`config.mk`:
```
export PLATFORM = sky130hd
export DESIGN_NAME = icu_top
export DESIGN_NICKNAME = d
export VERILOG_FILES = /design/src/common/icu_pkg.sv /design/src/logic/icu_decode.sv /design/src/logic/icu_top.sv
export VERILOG_INCLUDE_DIRS = /design/src /design/src/common
export SDC_FILE = /design/constraint.sdc
export NUM_CORES = 1
export LEC_CHECK = 0
export ABC_AREA = 0
export ABC_CLOCK_PERIOD_IN_PS = 1100
export BUFFER_PORTS_ARGS = -buffer_cell sky130_fd_sc_hd__clkbuf_2
export CELL_PAD_IN_SITES_DETAIL_PLACEMENT = 0
export CELL_PAD_IN_SITES_GLOBAL_PLACEMENT = 1
export CORE_MARGIN = 4
export CORE_UTILIZATION = 29
export DETAILED_ROUTE_END_ITERATION = 8
export PLACE_DENSITY = 0.86
export RECOVER_POWER = 25
export SLEW_MARGIN = 10
export SYNTH_ARGS = -nofsm -noshare
export SYNTH_HDL_FRONTEND = slang
export SYNTH_SLANG_ARGS = --single-unit
```
`constraint.sdc`:
```
create_clock -name CLOCK -period 1.1 [get_ports CLOCK]
set_input_delay 0.165 -clock CLOCK [delete_from_list [all_inputs] [get_ports CLOCK]]
set_output_delay 0.165 -clock CLOCK [all_outputs]
set_load 0.05 [all_outputs]
```
`src/common/icu_regs.svh`:
```
// Function
// - sign-extend immediate to 32 bits for compare
// - equal-immediate writes one or zero, no exception
// - signed register compare, greater or equal
// - signed immediate compare, greater or equal
// - unsigned register compare, greater or equal
// - opcode 0x20 is equal-immediate
// - opcode 0x08 is signed ge-immediate
// - opcode 0x3a, zero shift, ext 0x08/0x28
// - operand fields index general registers
`ifndef ICU_REGS_SVH
`define ICU_REGS_SVH
`define ICU_A_HI 31
`define ICU_A_LO 27
`define ICU_B_HI 26
`define ICU_B_LO 22
`define ICU_C_HI 21
`define ICU_C_LO 17
`define ICU_IMM_HI 21
`define ICU_IMM_LO 6
`define ICU_OPX_HI 16
`define ICU_OPX_LO 11
`define ICU_SH_HI 10
`define ICU_SH_LO 6
`define ICU_OP_HI 5
`define ICU_OP_LO 0
`define ICU_OP_CMPEQI 6'h20
`define ICU_OP_CMPGEI 6'h08
`define ICU_OP_RTYPE 6'h3a
`define ICU_OPX_CMPGE 6'h08
`define ICU_OPX_CMPGEU 6'h28
`define ICU_SH_ZERO 5'h00
`endif

```
`src/common/icu_pkg.sv`:
```
package icu_pkg;
  typedef enum logic [2:0] {
    ICU_NONE, ICU_EQI, ICU_GEI, ICU_GE, ICU_GEU
  } icu_op_type;
endpackage

```
`src/logic/icu_decode.sv`:
```
`timescale 1ns/1ps
`include "icu_regs.svh"
module icu_decode (
  input wire logic [31:0] instr,
  output icu_pkg::icu_op_type op,
  output logic [4:0] dest_idx
);
  logic [5:0] opc;
  logic [5:0] opx;
  logic [4:0] sh;
  assign opc = instr[`ICU_OP_HI:`ICU_OP_LO];
  assign opx = instr[`ICU_OPX_HI:`ICU_OPX_LO];
  assign sh = instr[`ICU_SH_HI:`ICU_SH_LO];
  always_comb
  begin
    op = icu_pkg::ICU_NONE;
    dest_idx = instr[`ICU_B_HI:`ICU_B_LO];
    if (opc == `ICU_OP_CMPEQI)
      op = icu_pkg::ICU_EQI;
    else if (opc == `ICU_OP_CMPGEI)
      op = icu_pkg::ICU_GEI;
    else if (opc == `ICU_OP_RTYPE && sh == `ICU_SH_ZERO)
    begin
      dest_idx = instr[`ICU_C_HI:`ICU_C_LO];
      if (opx == `ICU_OPX_CMPGE)
        op = icu_pkg::ICU_GE;
      else if (opx == `ICU_OPX_CMPGEU)
        op = icu_pkg::ICU_GEU;
    end
  end
endmodule

```
`src/logic/icu_top.sv`:
```
`timescale 1ns/1ps
`include "icu_regs.svh"
module icu_top (
  input wire logic CLOCK,
  input wire logic NRST,
  input wire logic INSTR_VALID,
  input wire logic [31:0] INSTR,
  input wire logic [31:0] SRC_A_DATA,
  input wire logic [31:0] SRC_B_DATA,
  output logic [4:0] SRC_A_IDX,
  output logic [4:0] SRC_B_IDX,
  output logic WR_EN,
  output logic [4:0] WR_IDX,
  output logic [31:0] WR_DATA
);
  ////////////////////////////////////////////////////////////////////////
  // decoded operation and operands
  icu_pkg::icu_op_type op;
  logic [4:0] dest_idx;
  logic [4:0] fld_a;
  logic [4:0] fld_b;
  logic [15:0] fld_imm;
  logic [31:0] imm_ext;
  logic [31:0] opnd_b;
  logic hit;
  logic op_known;

  ////////////////////////////////////////////////////////////////////////
  // registered state and next values
  logic [4:0] a_idx_r;
  logic [4:0] a_idx_nxt;
  logic [4:0] b_idx_r;
  logic [4:0] b_idx_nxt;

  logic we_r;
  logic we_nxt;
  logic [4:0] wi_r;
  logic [4:0] wi_nxt;

  logic [31:0] wd_r;
  logic [31:0] wd_nxt;

  ////////////////////////////////////////////////////////////////////////
  // helper functions
  function automatic logic [31:0] sext16(
    input logic [15:0] v
  );
    sext16 = {{16{v[15]}}, v};
  endfunction

  function automatic logic ge_signed(
    input logic [31:0] x,
    input logic [31:0] y
  );
    ge_signed = ($signed(x) >= $signed(y));
  endfunction

  function automatic logic ge_unsigned(
    input logic [31:0] x,
    input logic [31:0] y
  );
    ge_unsigned = (x >= y);
  endfunction

  function automatic logic is_imm_op(
    input icu_pkg::icu_op_type o
  );
    is_imm_op = (o == icu_pkg::ICU_EQI) || (o == icu_pkg::ICU_GEI);
  endfunction

  ////////////////////////////////////////////////////////////////////////
  // instruction fields
  assign fld_a = INSTR[`ICU_A_HI:`ICU_A_LO];
  assign fld_b = INSTR[`ICU_B_HI:`ICU_B_LO];
  assign fld_imm = INSTR[`ICU_IMM_HI:`ICU_IMM_LO];

  ////////////////////////////////////////////////////////////////////////
  // instruction decode
  icu_decode u_icu_decode (
    .instr(INSTR),
    .op(op),
    .dest_idx(dest_idx)
  );

  ////////////////////////////////////////////////////////////////////////
  // operand selection, immediates replace the second register
  always_comb
  begin
    imm_ext = sext16(fld_imm);
    if (is_imm_op(op))
    begin
      opnd_b = imm_ext;
    end
    else
    begin
      opnd_b = SRC_B_DATA;
    end
  end

  ////////////////////////////////////////////////////////////////////////
  // compare
  always_comb
  begin
    hit = 1'b0;
    op_known = 1'b1;
    unique case (op)
      icu_pkg::ICU_NONE:
      begin
        hit = 1'b0;
        op_known = 1'b0;
      end
      icu_pkg::ICU_EQI:
      begin
        hit = (SRC_A_DATA == opnd_b);
      end
      icu_pkg::ICU_GEI:
      begin
        hit = ge_signed(SRC_A_DATA, opnd_b);
      end
      icu_pkg::ICU_GE:
      begin
        hit = ge_signed(SRC_A_DATA, opnd_b);
      end
      icu_pkg::ICU_GEU:
      begin
        hit = ge_unsigned(SRC_A_DATA, opnd_b);
      end
      default:
      begin
        hit = 1'b0;
        op_known = 1'b0;
      end
    endcase
  end

  ////////////////////////////////////////////////////////////////////////
  // operand index group
  always_comb
  begin
    a_idx_nxt = fld_a;
    b_idx_nxt = fld_b;
  end

  always_ff @(posedge CLOCK or negedge NRST)
  begin
    if (!NRST)
    begin
      a_idx_r <= 5'h00;
      b_idx_r <= 5'h00;
    end
    else
    begin
      a_idx_r <= a_idx_nxt;
      b_idx_r <= b_idx_nxt;
    end
  end

  ////////////////////////////////////////////////////////////////////////
  // write enable group
  always_comb
  begin
    we_nxt = 1'b0;
    if (INSTR_VALID && op_known)
    begin
      we_nxt = 1'b1;
    end
  end

  always_ff @(posedge CLOCK or negedge NRST)
  begin
    if (!NRST)
    begin
      we_r <= 1'b0;
    end
    else
    begin
      we_r <= we_nxt;
    end
  end

  ////////////////////////////////////////////////////////////////////////
  // write index group
  always_comb
  begin
    wi_nxt = dest_idx;
  end

  always_ff @(posedge CLOCK or negedge NRST)
  begin
    if (!NRST)
    begin
      wi_r <= 5'h00;
    end
    else
    begin
      wi_r <= wi_nxt;
    end
  end

  ////////////////////////////////////////////////////////////////////////
  // write data group
  always_comb
  begin
    wd_nxt = 32'h0;
    if (hit)
    begin
      wd_nxt = 32'h1;
    end
  end

  always_ff @(posedge CLOCK or negedge NRST)
  begin
    if (!NRST)
    begin
      wd_r <= 32'h0;
    end
    else
    begin
      wd_r <= wd_nxt;
    end
  end

  ////////////////////////////////////////////////////////////////////////
  // outputs straight from the registers
  assign SRC_A_IDX = a_idx_r;
  assign SRC_B_IDX = b_idx_r;
  assign WR_EN = we_r;
  assign WR_IDX = wi_r;
  assign WR_DATA = wd_r;
endmodule

```
======== After elaboration in Yosys (flattened, before gate mapping) ========
Index checks and enable logic that the tools add are counted.
storage, ports and cells
  register bits after elaboration ......... 48
  bits of input ports ..................... 99
  output and inout bits ................... 48
  logic and storage cells ................. 36
cells by class
  magnitude comparators ................... 2
  equality and inequality tests ........... 10
  multiplexer cells ....................... 13
  reduce and logical (&&, ||, !) cells .... 6
operators by type and width
  kind                                                                   number
  32-bit >= comparator                                                   2
  32-bit equality test                                                   1
  32-bit 2-to-1 mux                                                      1
  6-bit equality test, second input constant                             3
  3-bit 2-to-1 mux                                                       5
  5-bit 2-to-1 mux                                                       3
  6-bit by 4-bit equality test with 1-bit output, second input constant  2
  3-bit by 2-bit equality test with 1-bit output, second input constant  2
  5-bit zero test                                                        1
  4-bit OR reduction                                                     1
  3-bit by 1-bit equality test with 1-bit output, second input constant  1
  3-bit equality test, second input constant                             1
  1-bit 2-to-1 mux                                                       3
  1-bit one-hot mux with 3 select lines                                  1
  1-bit logical AND                                                      2
  2-bit OR reduction                                                     1
  1-bit logical OR                                                       1

======== Logic depth before layout (Yosys ltp) ========
Gate-level depths: netlist (run 1).
  word-level depth ........................ 12
  depth in mapped cells ................... 12
  gate-level depth less buffers ........... 11

======== Modules after synthesis ========
A second synthesis (run 1) with hierarchy kept.
second synthesis, totals
  cells, all modules ...................... 198
  area total of the unflattened synthesis .. 1971.9 µm²
by module, submodules not included
  module      instances  cells each  area each (µm²)  sequential area each (µm²)
  icu_top     1          180         1770.4           425.4
  icu_decode  1          18          201.4            0.0

======== Worst setup path before layout (run 1) ========
Ideal clock, no wire load.
  kind .................................... input -> register
  start point ............................. input INSTR[4]
  end point ............................... register wd_r[0] (netlist: WR_DATA[0])
  setup time .............................. 0.129 ns
  arrival time ............................ 2.472 ns
  required time ........................... 0.971 ns
  setup slack ............................. -1.501 ns
  cell stages on the path ................. 11
  path buffers ............................ 2
  path through ............................ nor4_1 -> and3_1 -> clkbuf_1 -> clkbuf_1 -> a21oi_1 -> ha_1 -> nand4_1 -> nor4_1 -> a21oi_1 -> o31ai_1 -> o22ai_1
between the ends
  word-level cells in the longest chain between the ends .. 11
  elaborated cells between the ends (all ways) .. 19
  those cells by class .................... order compare: 2; eq/ne: 8; mux: 6; reduce/logical: 3
ends and longest elaborated chain
  what                                                                                                                     line                           source
  start, declared                                                                                                          icu_top.sv:7                   input wire logic [31:0] INSTR,
  6-bit equality test (no line)                                                                                            --
  1-bit logical AND (no line)                                                                                              --
  3-bit 2-to-1 mux                                                                                                         icu_decode.sv:22               else if (opc == `ICU_OP_RTYPE && sh == `ICU_SH_ZERO)
  3-bit 2-to-1 mux                                                                                                         icu_decode.sv:20               else if (opc == `ICU_OP_CMPGEI)
  3-bit 2-to-1 mux *                                                                                                       icu_decode.sv:18               if (opc == `ICU_OP_CMPEQI)
  3-bit by 1-bit equality test with 1-bit output / 3-bit by 2-bit equality test with 1-bit output (equally long branches)  icu_top.sv:68, icu_top.sv:106
  1-bit logical OR                                                                                                         icu_top.sv:68                  is_imm_op = (o == icu_pkg::ICU_EQI) || (o == icu_pkg::ICU_GEI);
  32-bit 2-to-1 mux                                                                                                        icu_top.sv:90                  if (is_imm_op(op))
  32-bit >= comparator (tied with other cells)                                                                             icu_top.sv:62                  ge_unsigned = (x >= y);
  1-bit one-hot mux with 3 select lines *                                                                                  icu_top.sv:106                 unique case (op)
  via hit                                                                                                                  icu_top.sv:25                  logic hit;
  1-bit 2-to-1 mux *                                                                                                       icu_top.sv:205                 if (hit)
  end signal, assigned                                                                                                     icu_top.sv:219                 wd_r <= wd_nxt;
  end, declared                                                                                                            icu_top.sv:40                  logic [31:0] wd_r;
Mark *: on every way through the listed nets, which the timed path passes. The rest lies on a longest branch.

======== Worst setup path in the final report (run 1) ========
  start point ............................. input INSTR[1]
  end point ............................... register wd_r[0] (netlist: WR_DATA[0])
The elaborated chain is that of the path after synthesis.

==> results of run 1 <==
[placed cells by master, fill, tap and decap left out, types with 3 or more instances in the layout]
cell / n
sky130_fd_sc_hd__a21oi_1: 31
sky130_fd_sc_hd__buf_4: 18
sky130_fd_sc_hd__clkbuf_1: 6
sky130_fd_sc_hd__clkbuf_2: 107
sky130_fd_sc_hd__clkbuf_8: 3
sky130_fd_sc_hd__conb_1: 31
sky130_fd_sc_hd__dfrtp_1: 17
sky130_fd_sc_hd__ha_1: 32
sky130_fd_sc_hd__mux2_4: 5
sky130_fd_sc_hd__mux2i_1: 13
sky130_fd_sc_hd__nand2_1: 11
sky130_fd_sc_hd__nand3_1: 3
sky130_fd_sc_hd__nand4_1: 6
sky130_fd_sc_hd__nor2_1: 8
sky130_fd_sc_hd__o21ai_0: 3
[area by class of cell]
class	instances	area share, %
Multi-Input combinational cell	172	49.1
Clock buffer	3	1.55
Inverter	2	0.282
Timing Repair Buffer	137	29.4
Clock inverter	1	0.188
Tap cell	75	3.53
Sequential cell	17	16.0
[power by group through the flow]
stage / Sequential [mW] / Combinational [mW] / Clock, mW
2_1_floorplan: 0.778 / 0.606 / 0
3_3_place_gp: 0.672 / 0.970 / 0
3_5_place_dp: 0.674 / 0.987 / 0
4_1_cts: 0.662 / 1.01 / 0.458
5_1_grt: 0.663 / 1.10 / 0.488
6_report: 0.661 / 1.00 / 0.447
[stage by stage]
stage	worst slack [ps]	TNS, ps	hold WS, ps	area (sq um)	util (%)
2_1_floorplan	-1120	-1440	-131	1990	-
3_3_place_gp	-1340	-3410	107	2550	42.3
3_5_place_dp	-1380	-3400	114	2550	42.3
4_1_cts	-1110	-1400	19.8	2640	43.9
5_1_grt	-1280	-1530	21.2	2660	44.1
6_report	-1090	-1270	24.5	2660	44.1
[state kept, by name (all words and copies together) (netlist names)]
register	count
SRC_A_IDX	5
WR_IDX	5
WR_EN	1
WR_DATA	1
SRC_B_IDX	5
[metal layers]
metal	track usage, %	up-vias	routed length, um
li1	-	935	-
met1	14.9	814	2090
met2	24.9	83	2690
met3	2.46	4	532
met4	3.77	0	55
met5	0	-	0
[path summary, 6_finish.rpt]
kind	endpoint	slack, ps	depth (start not counted)
worst max-delay path	WR_DATA[0]	-1090	12
worst min-delay path	SRC_A_IDX[3]	20	1
max in group asynchronous	SRC_A_IDX[2]	420	2
min in group asynchronous	SRC_A_IDX[4]	390	2
[repair_timing]
action	CTS	global route
setup endpoints to repair	7	7
setup buffers	0	3
endpoints found under the hold margin	17	0
gates resized for setup	8	5
hold buffers	1	0
pin swaps	6	3
[critical path, delay by kind of cell]
kind                       cells  cell delay [ps]
adders and majority gates      1              280
and+or+nand+nor                4              650
buffers and inverters          2              280
muxes                          1              120
AOI/OAI and AO/OA              4              840
[kinds of logic (layout without fill, tap and decap cells)]
| logic type | Yosys count | after routing | share of synthesized area [%] |
|---|---|---|---|
| AOI/OAI and AO/OA | 44 | 44 | 13.7 |
| and+or+nand+nor | 44 | 44 | 14.6 |
| buffers and inverters | 38 | 143 | 14.2 |
| adders and majority gates | 32 | 32 | 22.0 |
| muxes | 20 | 20 | 11.5 |
| DFF | 17 | 17 | 23.4 |
| other | 1 | 31 | 0.206 |
| xor gates and xnor gates | 1 | 1 | 0.481 |
==> results.md, run 1 <==
- The flow ran to the end, but the final reports show violations.
- The checks that failed: setup timing.
- The maximum root-to-sink buffer count is 2.
- The largest net degree at the start of global routing is 18.
- The via count of the first global-routing pass is 1835.
- The sequential cell fraction of total power is 31.4%.
- The sum of overflow across all layers after global routing is 0.
- The core region is 6030 sq um.
- Port buffering added ~120 buffers.
- The relative contribution of combinational cells to total power is 47.4%.
- The required arrival time at the worst endpoint is between 1000 and 1500 ps.
- Summing all flip-flop and latch instances after layout gives 425 sq um.
- For the worst setup path, the data arrival time is 2360 ps.
- The overall power is 2.11 mW.
- The final weighted congestion in routability-driven placement is 0.756.
- The HPWL after detailed placement is 4870 um.
- The register area share after synthesis is 23.4%.
- The die height is 87.3 um.
- Ranked by total cell area, the synthesized netlist is headed by sky130_fd_sc_hd__dfrtp_1 23%, sky130_fd_sc_hd__ha_1 22%, sky130_fd_sc_hd__buf_4 13%.
- The total number of vias is ~1800.
- The multi-input combinational cells in the finished layout cover a total of about 1300 sq um.
- The number of DRC violations after detailed routing is 0.
- Setup repair after global routing could not meet its margin everywhere.
- The antenna violation net count after detailed routing is 0.
- In this run the number of H-tree levels came out at 1.
- After clock tree synthesis, the clock-pin slew on the worst setup and hold paths is 60 ps.
- The final-report max-slew violation count is 0.
- Counting tap cells, the placed design contains a total of 400 instances.
- TritonCTS built the clock tree.
- Dividing the final minimum period by the clock period gives 199%.
- The proportion of register bits with asynchronous set or reset after synthesis is 100%.
- The mean post-synth cell area is 9.25 sq um.
- The total detailed-routing wirelength is 5370 um.
- Ranked by instance count, the synthesized netlist is headed by 32 x sky130_fd_sc_hd__a21oi_1, 32 x sky130_fd_sc_hd__ha_1, 31 x sky130_fd_sc_hd__buf_4, 17 x sky130_fd_sc_hd__dfrtp_1.
- The proportion of total power due to net switching is 39.6%.
- The worst hold path belongs to the class input pin to flip-flop.
- The final count of hold timing violations is 0.
- The final cell count without fillers is 407.
- The number of max-cap violations is 0.
- Synthesis produced a netlist whose cell count is 197.
- The peak supply drop is between 800 and 900 uV.
- Once the floorplan was initialized, standard cells occupied 30.2% of the core.
- The delay contributed by the slowest stage of the critical path is 390 ps.
- Internal power comes to 1.27 mW.
- Walking the worst path, the cells encountered are clkbuf_2 -> nor4_4 -> nand2_2 -> buf_12 -> mux2i_1 -> ha_1 -> nor2b_1 -> o211ai_1 -> a2111o_1 -> a31oi_1 -> nor3_1 -> o22ai_1.
- The routed length per placed instance is 13.2 um.
- The dominant synthesized flop cell is sky130_fd_sc_hd__dfrtp_1.
- The number of clock buffers inserted by TritonCTS is 3.
- The hold path startpoint is INSTR[30].
- The synthesized design contains 17 register bits.
- The worst setup path is captured at a flip-flop.
- The static power due to leakage is 1.53 nW.
- The die covers roughly 7600 sq um.
- For this design, the sink count on the clock tree is 17.
- The starting DRC count in detailed routing is 29.
- The first global-routing pass estimated approximately 8000 um of wire.
- The initial antenna violation count is 0.
- The clock tree root buffer cell is sky130_fd_sc_hd__clkbuf_8.
- The number of warnings reported in the yosys synthesis log is 0.
- In this run the worst path has a maximum fanout of 17.
- In this run, distinct cell masters in the synthesized netlist total 38.
- Before antenna repair, the detailed router went through 4 iterations.
- The nature of the critical path startpoint is an input pin.
- The summed instance area of the synthesized netlist is 1820 sq um.
- Of all cell types, the one taking the most synthesized area is sky130_fd_sc_hd__dfrtp_1.
- Dividing total power by cell area gives a power density of 793 nW/um^2.
- The floorplan has 28 rows.
- Relative to the synthesized area, the layout overhead comes to 45.9%.
- The number of antenna repair diodes is 0.
- The worst setup slack after layout is -1090 ps.
- The part of the total power dissipated in the clock network is 21.2%.
- The net switching power is 834 uW.
- The overall fraction of global-route tracks in use is roughly an eighth.
- Counting flops with a built-in enable in the synthesized netlist gives 0.
- The critical path's slowest cell is sky130_fd_sc_hd__a2111o_1.
- The share of the synthesized area in the top cell type is 23.4%.
- For this run, the top clock speed supported by timing is 0.456 GHz.
- The average via count per standard cell is 4.51.
- The die span in x is 87.3 um.
- The final-layout fill cell count is 608.
- Of the cells placed in the final design, the portion with a size suffix greater than 1 is 45.5%.
- The count of final setup violators is 2.
- The type of the worst setup path is input pin to flip-flop.
- In this run the count of I/O pins placed on the die edge is 147.
- The timing startpoint of the critical path is INSTR[1].
- After layout, the minimum clock period comes to around 2200 ps.
- The number of nets in the final layout is ~460.
No activity file was read; power rests on OpenSTA's default activity.
==> inputs of run 2 (changes only) <==
--- a/config.mk
+++ b/config.mk
@@ -7,14 +7,14 @@
 export NUM_CORES = 1
 export LEC_CHECK = 0
 export ABC_AREA = 0
-export ABC_CLOCK_PERIOD_IN_PS = 1100
+export ABC_CLOCK_PERIOD_IN_PS = 2800
 export BUFFER_PORTS_ARGS = -buffer_cell sky130_fd_sc_hd__clkbuf_2
 export CELL_PAD_IN_SITES_DETAIL_PLACEMENT = 0
 export CELL_PAD_IN_SITES_GLOBAL_PLACEMENT = 1
 export CORE_MARGIN = 4
-export CORE_UTILIZATION = 29
+export CORE_UTILIZATION = 25
 export DETAILED_ROUTE_END_ITERATION = 8
-export PLACE_DENSITY = 0.86
+export PLACE_DENSITY = 0.75
 export RECOVER_POWER = 25
 export SLEW_MARGIN = 10
 export SYNTH_ARGS = -nofsm -noshare
==> constraint.sdc (replaced) <==
create_clock -name CLOCK -period 2.8 [get_ports CLOCK]
set_input_delay 0.42 -clock CLOCK [delete_from_list [all_inputs] [get_ports CLOCK]]
set_output_delay 0.42 -clock CLOCK [all_outputs]
set_load 0.05 [all_outputs]
==> results.md, run 2 (same netlist as run 1, synthesis figures left out) <==
- The run finished with clean final reports.
- At the pin with the least slew margin, the transition time is between 900 and 1000 ps.
- The post-cts resize count is 0 (-8).
- The area enclosed by the die boundary is 8720 sq um (+14%).
- The number of nets in the final layout is 451 (-2.8%).
- The iteration count of the initial detailed-routing pass was 4 (unchanged).
- The HPWL after detailed placement is 4930 um (+1.3%).
- The via count of the first global-routing pass came to 1830 (-0.27%).
- The die span in x is 93.4 um (+7.0%).
- The site row count was 30 (+7.1%).
- The class of the most critical hold timing path is input pin to flip-flop.
- The power density over cell area is 322 nW/um^2 (-59%).
- The startpoint identified for the worst hold timing path is INSTR[31].
- The die height was 93.4 um (+7.0%).
- The number of post-CTS setup repair buffers is 0 (unchanged).
- The peak supply drop is 139 uV (-84%).
- In the layout the commonest cells are 111 x sky130_fd_sc_hd__clkbuf_2, 32 x sky130_fd_sc_hd__a21oi_1, 32 x sky130_fd_sc_hd__ha_1.
- The worst setup slack after layout is 266 ps (+1360 ps).
- The area growth from synthesis to layout is 38.1%.
- The total detailed-routing wirelength is 5440 um (+1.2%).
- The hold-fix buffer count after cts is 0 (-1).
- The clock sink total came to 17 (unchanged).
- The critical path's slowest cell is sky130_fd_sc_hd__ha_1.
- The overall power is 811 uW (-62%).
- The overall fraction of global-route tracks in use is 11.9% (-1.3 points).
- The number of clock buffers inserted by TritonCTS is 3 (unchanged).
- The final-report max-slew violation count is 0 (unchanged).
- The core utilization of the finished layout is 36.2% (-7.9 points).
- The layout cell share with drive strength beyond 1 was 41.1% (-4.4 points).
- The average via count per standard cell is 4.24 (-6.0%).
- The placed instance area is 2450 sq um (-4.1%).
- The final count of hold timing violations came to 0 (unchanged).
- The worst path buffer plus inverter count is 3 (+1).
- The starting DRC count in detailed routing is 27 (-6.9%).
- The static power due to leakage was 1.43 nW (-6.0%).
- The wire length of the first global-routing pass is 8250 um (+3.2%).
- The critical path in this run is classified as input pin to flip-flop.
- The clock transition time at the flip-flop clock pins of the worst setup and hold paths is 60 ps (about the same).
- The number of placed I/O pins is 147 (unchanged).
- The sum of overflow across all layers after global routing was 0 (unchanged).
- The antenna violation net count after detailed routing is 0 (unchanged).
- The largest net degree at the start of global routing came to 24 (+6).
- The fraction of the cycle the final worst path needs is between 90% and 100%.
- The data arrival time at the worst-slack endpoint is 2660 ps (+300 ps).
- The number of port buffers came to 115 (unchanged).
- The headroom to the max-slew limit is between 30% and 40%.
- The level count of the clock H-tree came to 1 (unchanged).
- The total negative setup slack is 0 ps (+1270 ps).
- The total number of vias was 1759 (-4.2%).
- For hold timing, the worst endpoint is SRC_A_IDX[4].
- Traced cell by cell, the critical path runs through clkbuf_2 -> nor4_4 -> buf_4 -> and3_1 -> buf_4 -> a21oi_1 -> ha_1 -> nand4_1 -> nor4_4 -> a21oi_1 -> o31ai_1 -> o22ai_1.
- The delay contributed by the slowest stage of the critical path came to 300 ps (-90 ps).
- The worst-path maximum fanout is 12 (-5).
- The clock tree root buffer cell is sky130_fd_sc_hd__clkbuf_8.
- The largest delay contributor family on the critical path is simple AND/OR/NAND/NOR gates.
- The initial core utilization is 26.2% (-4.0 points).
- The final weighted congestion in routability-driven placement came to 0.773 (+2.2%).
- The initial antenna violation count is 0 (unchanged).
- The most common cell after layout, fill and taps aside is sky130_fd_sc_hd__clkbuf_2.
- The worst path in the final design needs a cycle of approximately 2500 ps, including I/O delays and setup.
- The maximum root-to-sink buffer count is 2 (unchanged).
- For this run, the top clock speed supported by timing is 0.395 GHz.
- STA classifies the critical path endpoint as a flip-flop.
- The post-route cell area came to 2520 sq um (-5.3%).
- The placement-stage worst setup slack is -183 ps (+1190 ps).
- The final-layout fill cell count is 743 (+22%).
- The hold path depth is 1 (unchanged).
- The number of max-cap violations is 0 (unchanged).
- TritonCTS built the clock tree.
- The count of final setup violators is 0 (-2).
- The area of the placeable core is 6940 sq um (+15%).
- The required arrival time at the worst endpoint is 2930 ps (+1670 ps).
- The worst setup path is launched from an input pin.
- The number of antenna repair diodes is 0 (unchanged).
- The number of DRC violations after detailed routing is 0 (unchanged).
- The routed length per placed instance is 13.1 um (-0.72%).
==> run 2: changes by cell type in the layout (fill, tap and decap cells not counted), sizes merged <==
cell and delta:
buf -14, clkbuf +3, dlygate4sd3 -1, clkinv -1
==> run 2: worst max path at each step <==
stage,start,end,slack (ps),cells after the start
6_report,INSTR[4],WR_DATA[0],270,12
2_1_floorplan,INSTR[4],WR_DATA[0],20,11
3_3_place_gp,INSTR[4],WR_DATA[0],-80,14
4_1_cts,INSTR[4],WR_DATA[0],70,14
3_5_place_dp,INSTR[4],WR_DATA[0],-180,12
5_1_grt,INSTR[4],WR_DATA[0],-0.2,12
==> run 2: area by class of cell <==
class                   count  area [sq um]  area share, %
repair buffers            124           638           25.4
clock buffers               4          45.0           1.79
flip-flops and latches     17           425           16.9
inverters                   2          7.51          0.298
multi-input cells         172          1280           50.9
well taps                  96           120           4.77
==> run 2: power by group <==
| part | switching, mW | leakage, nW | internal, mW |
|---|---|---|---|
| Sequential | 0.00293 | 0.203 | 0.257 |
| Clock | 0.0793 | 0.0228 | 0.101 |
| Combinational | 0.245 | 1.21 | 0.126 |
==> run 2: per-stage QoR <==
| step | std cells | hold WS (ps) |
|---|---|---|
| final | 415 | 275 |
| after global routing | 415 | 264 |
| after CTS | 415 | 101 |
| after detailed placement | 411 | 372 |
| after global placement | 411 | 365 |
| after floorplan | 227 | 124 |
==> run 2: metal layers <==
layer	vias up	routed length [um]	track usage (%)
met2	83	2630	21.3
met5	-	0	0
met4	0	38	3.30
met3	4	628	3.78
met1	763	2140	13.4
li1	909	-	-
==> inputs of run 3 (changes only) <==
--- a/config.mk
+++ b/config.mk
@@ -14,7 +14,7 @@
 export CORE_MARGIN = 4
 export CORE_UTILIZATION = 25
 export DETAILED_ROUTE_END_ITERATION = 8
-export PLACE_DENSITY = 0.75
+export PLACE_DENSITY_LB_ADDON = 0.1
 export RECOVER_POWER = 25
 export SLEW_MARGIN = 10
 export SYNTH_ARGS = -nofsm -noshare
==> results.md, run 3 (same netlist as run 1, synthesis figures left out) <==
- The nature of the critical path startpoint is an input pin.
- The highest-utilization routing layer at the global route stage is met2.
- The number of placed I/O pins was 147 (unchanged).
- The data arrival time at the worst-slack endpoint is 2660 ps (about the same).
- The capturing element type of the critical path is a flip-flop.
- The total detailed-routing wirelength is 5140 um (-5.5%).
- The final weighted congestion in routability-driven placement is 0.751 (-2.9%).
- Leaving out fill and tap cells, the most frequent cells in the layout are 109 x sky130_fd_sc_hd__clkbuf_2, 32 x sky130_fd_sc_hd__a21oi_1, 32 x sky130_fd_sc_hd__ha_1.
- Among cell families on the critical path, the largest total delay comes from compound AO/OA/AOI/OAI gates.
- The power density over cell area is 322 nW/um^2 (-0.22%).
- The via count of the first global-routing pass is 1756 (-4.0%).
- The final critical-path required period is 2530 ps (+0.0290 ps).
- The slew at the pin with the worst max-slew slack is 871 ps (-42.8 ps).
- The peak supply drop is 137 uV (-1.7%).
- The clock tree from TritonCTS is yes.
- The overall fraction of global-route tracks in use came to 11.7% (-0.16 points).
- The die height is 93.4 um (unchanged).
- The worst path buffer plus inverter count is 3 (unchanged).
- The number of clock buffers inserted by TritonCTS was 3 (unchanged).
- The global-route track usage on met2 is 19.1% (-2.2 points).
- The antenna violation net count after detailed routing was 0 (unchanged).
- The fraction of the cycle the final worst path needs was 90.5% (about the same).
- The achievable clock frequency came to 0.395 GHz (about the same).
- The sequential cell fraction of total power came to 32.5% (+0.5 points).
- The level count of the clock H-tree is 1 (unchanged).
- The total number of vias is 1751 (-0.45%).
- Leaving out fill and tap cells, the most frequent cell in the layout is sky130_fd_sc_hd__clkbuf_2.
- The wire length of the first global-routing pass came to 8200 um (-0.67%).
- The area enclosed by the die boundary is 8720 sq um (unchanged).
- The cell sitting at the root of the clock tree is a sky130_fd_sc_hd__clkbuf_8.
- The delay contributed by the slowest stage of the critical path is 300 ps (about the same).
- The total negative setup slack is 0 ps (unchanged).
- The number of DRC violations after detailed routing came to 0 (unchanged).
- The number of nets in the final layout is 449 (-0.44%).
- The average via count per standard cell is 4.24 (about the same).
- The die span in x is 93.4 um (unchanged).
- The number of post-CTS setup repair buffers is 0 (unchanged).
- The hold-fix buffer count after cts is 0 (unchanged).
- The iteration count of the initial detailed-routing pass was 4 (unchanged).
- The static power due to leakage is 1.41 nW (-1.6%).
- The final count of hold timing violations was 0 (unchanged).
- The number of antenna repair diodes came to 0 (unchanged).
- The starting DRC count in detailed routing was 70 (+160%).
- The initial antenna violation count is 0 (unchanged).
- The most numerous cell type found on the critical path is sky130_fd_sc_hd__buf_4.
- The headroom to the max-slew limit was 41.9% (+2.9 points).
- The clock transition time at the flip-flop clock pins of the worst setup and hold paths was 60 ps (about the same).
- The post-cts resize count came to 0 (unchanged).
- The overall power came to 798 uW (-1.6%).
- On the critical path, the stage with the largest delay is an instance of sky130_fd_sc_hd__a221oi_1.
- The area of the placeable core is 6940 sq um (unchanged).
- The sum of overflow across all layers after global routing is 0 (unchanged).
- The net switching power is 318 uW (-3.0%).
- The largest net degree at the start of global routing is 18 (-25%).
- The site row count was 30 (unchanged).
- The layout overhead on the synthesized area is 36.2%.
- Walking the worst path, the cells encountered are clkbuf_2 -> nor4_1 -> buf_4 -> nand2_1 -> buf_4 -> mux2i_1 -> ha_1 -> a21oi_1 -> o21ai_1 -> a221oi_1 -> a31oi_1 -> nor3_1 -> o22ai_1.
- The relative contribution of combinational cells to total power came to 45.3% (-0.4 points).
- The routed length per placed instance was 12.4 um (-5.1%).
- The maximum root-to-sink buffer count is 2 (unchanged).
- The HPWL after detailed placement is 4740 um (-3.8%).
- The worst-path maximum fanout is 9 (-3).
- The part of the total power dissipated in the clock network is 22.2% (about the same).
- Setup repair after global routing left no endpoint under its margin.
- The hold slack is 264 ps (-10.8 ps).
- The required arrival time at the worst endpoint was 2930 ps (about the same).
- The number of max-cap violations is 0 (unchanged).
- The critical path in this run is classified as input pin to flip-flop.
- The layout cell share with drive strength beyond 1 is 39.4% (-1.6 points).
- The final-report max-slew violation count is 0 (unchanged).
- The class of the most critical hold timing path is input pin to async pin.
- The number of port buffers is 115 (unchanged).
- The flow ran to the end, and the final reports show no timing, DRC or antenna violations.
- The clock sink total is 17 (unchanged).
- The worst setup slack after layout came to 266 ps (-0.0290 ps).
- The placement-stage worst setup slack is 11.7 ps (+195 ps).
- The proportion of total power due to net switching is 39.8% (-0.58 points).
- The initial core utilization is 26.2% (unchanged).
- The global-route track usage on met1 was 16.0% (+2.6 points).
- The count of final setup violators is 0 (unchanged).
- The cell-internal power is 480 uW (-0.65%).
- The global-route met3 utilization came to 2.01% (-1.8 points).
==> run 3: cell types whose count changed in the layout (fill, tap and decap cells not counted), sizes merged <==
| cell | before | now |
|---|---|---|
| buf | 9 | 7 |
==> run 3: layout make-up <==
class                           instances  area (sq um)
Tap cell                               96           120
Sequential cell                        17           425
Fill cell                             760          4460
Clock buffer                            4          45.0
Timing Repair Buffer                  122           633
Multi-Input combinational cell        172          1250
Inverter                                2          7.51
==> run 3: final timing paths <==
kind | start | end | slack [ps] | depth (start not counted)
worst max-delay path | INSTR[4] | WR_DATA[0] | 270 | 13
min in group CLOCK | INSTR[30] | SRC_A_IDX[3] | 270 | 1
worst min-delay path | NRST | SRC_A_IDX[1] | 260 | 1
max in group asynchronous | NRST | WR_IDX[2] | 2000 | 1
==> run 3: power by group through the flow <==
| stage | clock network [mW] | logic (mW) | registers [mW] |
|---|---|---|---|
| after floorplan | 0 | 0.235 | 0.306 |
| after global placement | 0 | 0.366 | 0.264 |
| after detailed placement | 0 | 0.366 | 0.264 |
| after CTS | 0.183 | 0.367 | 0.259 |
| after global routing | 0.200 | 0.404 | 0.260 |
| final | 0.177 | 0.361 | 0.259 |
==> run 3: metrics by stage <==
step,util (%),cells,area (sq um)
2_1_floorplan,-,227,1940
3_3_place_gp,35.2,409,2440
3_5_place_dp,35.2,409,2440
4_1_cts,35.8,413,2490
5_1_grt,35.7,413,2480
6_report,35.7,413,2480
==> run 3: layer usage <==
layer	part of all wire (%)	wire, um	vias up
met5	0	0	-
met4	0.93	48	0
met3	11	563	5
met2	44	2250	95
met1	44	2270	749
li1	-	-	902
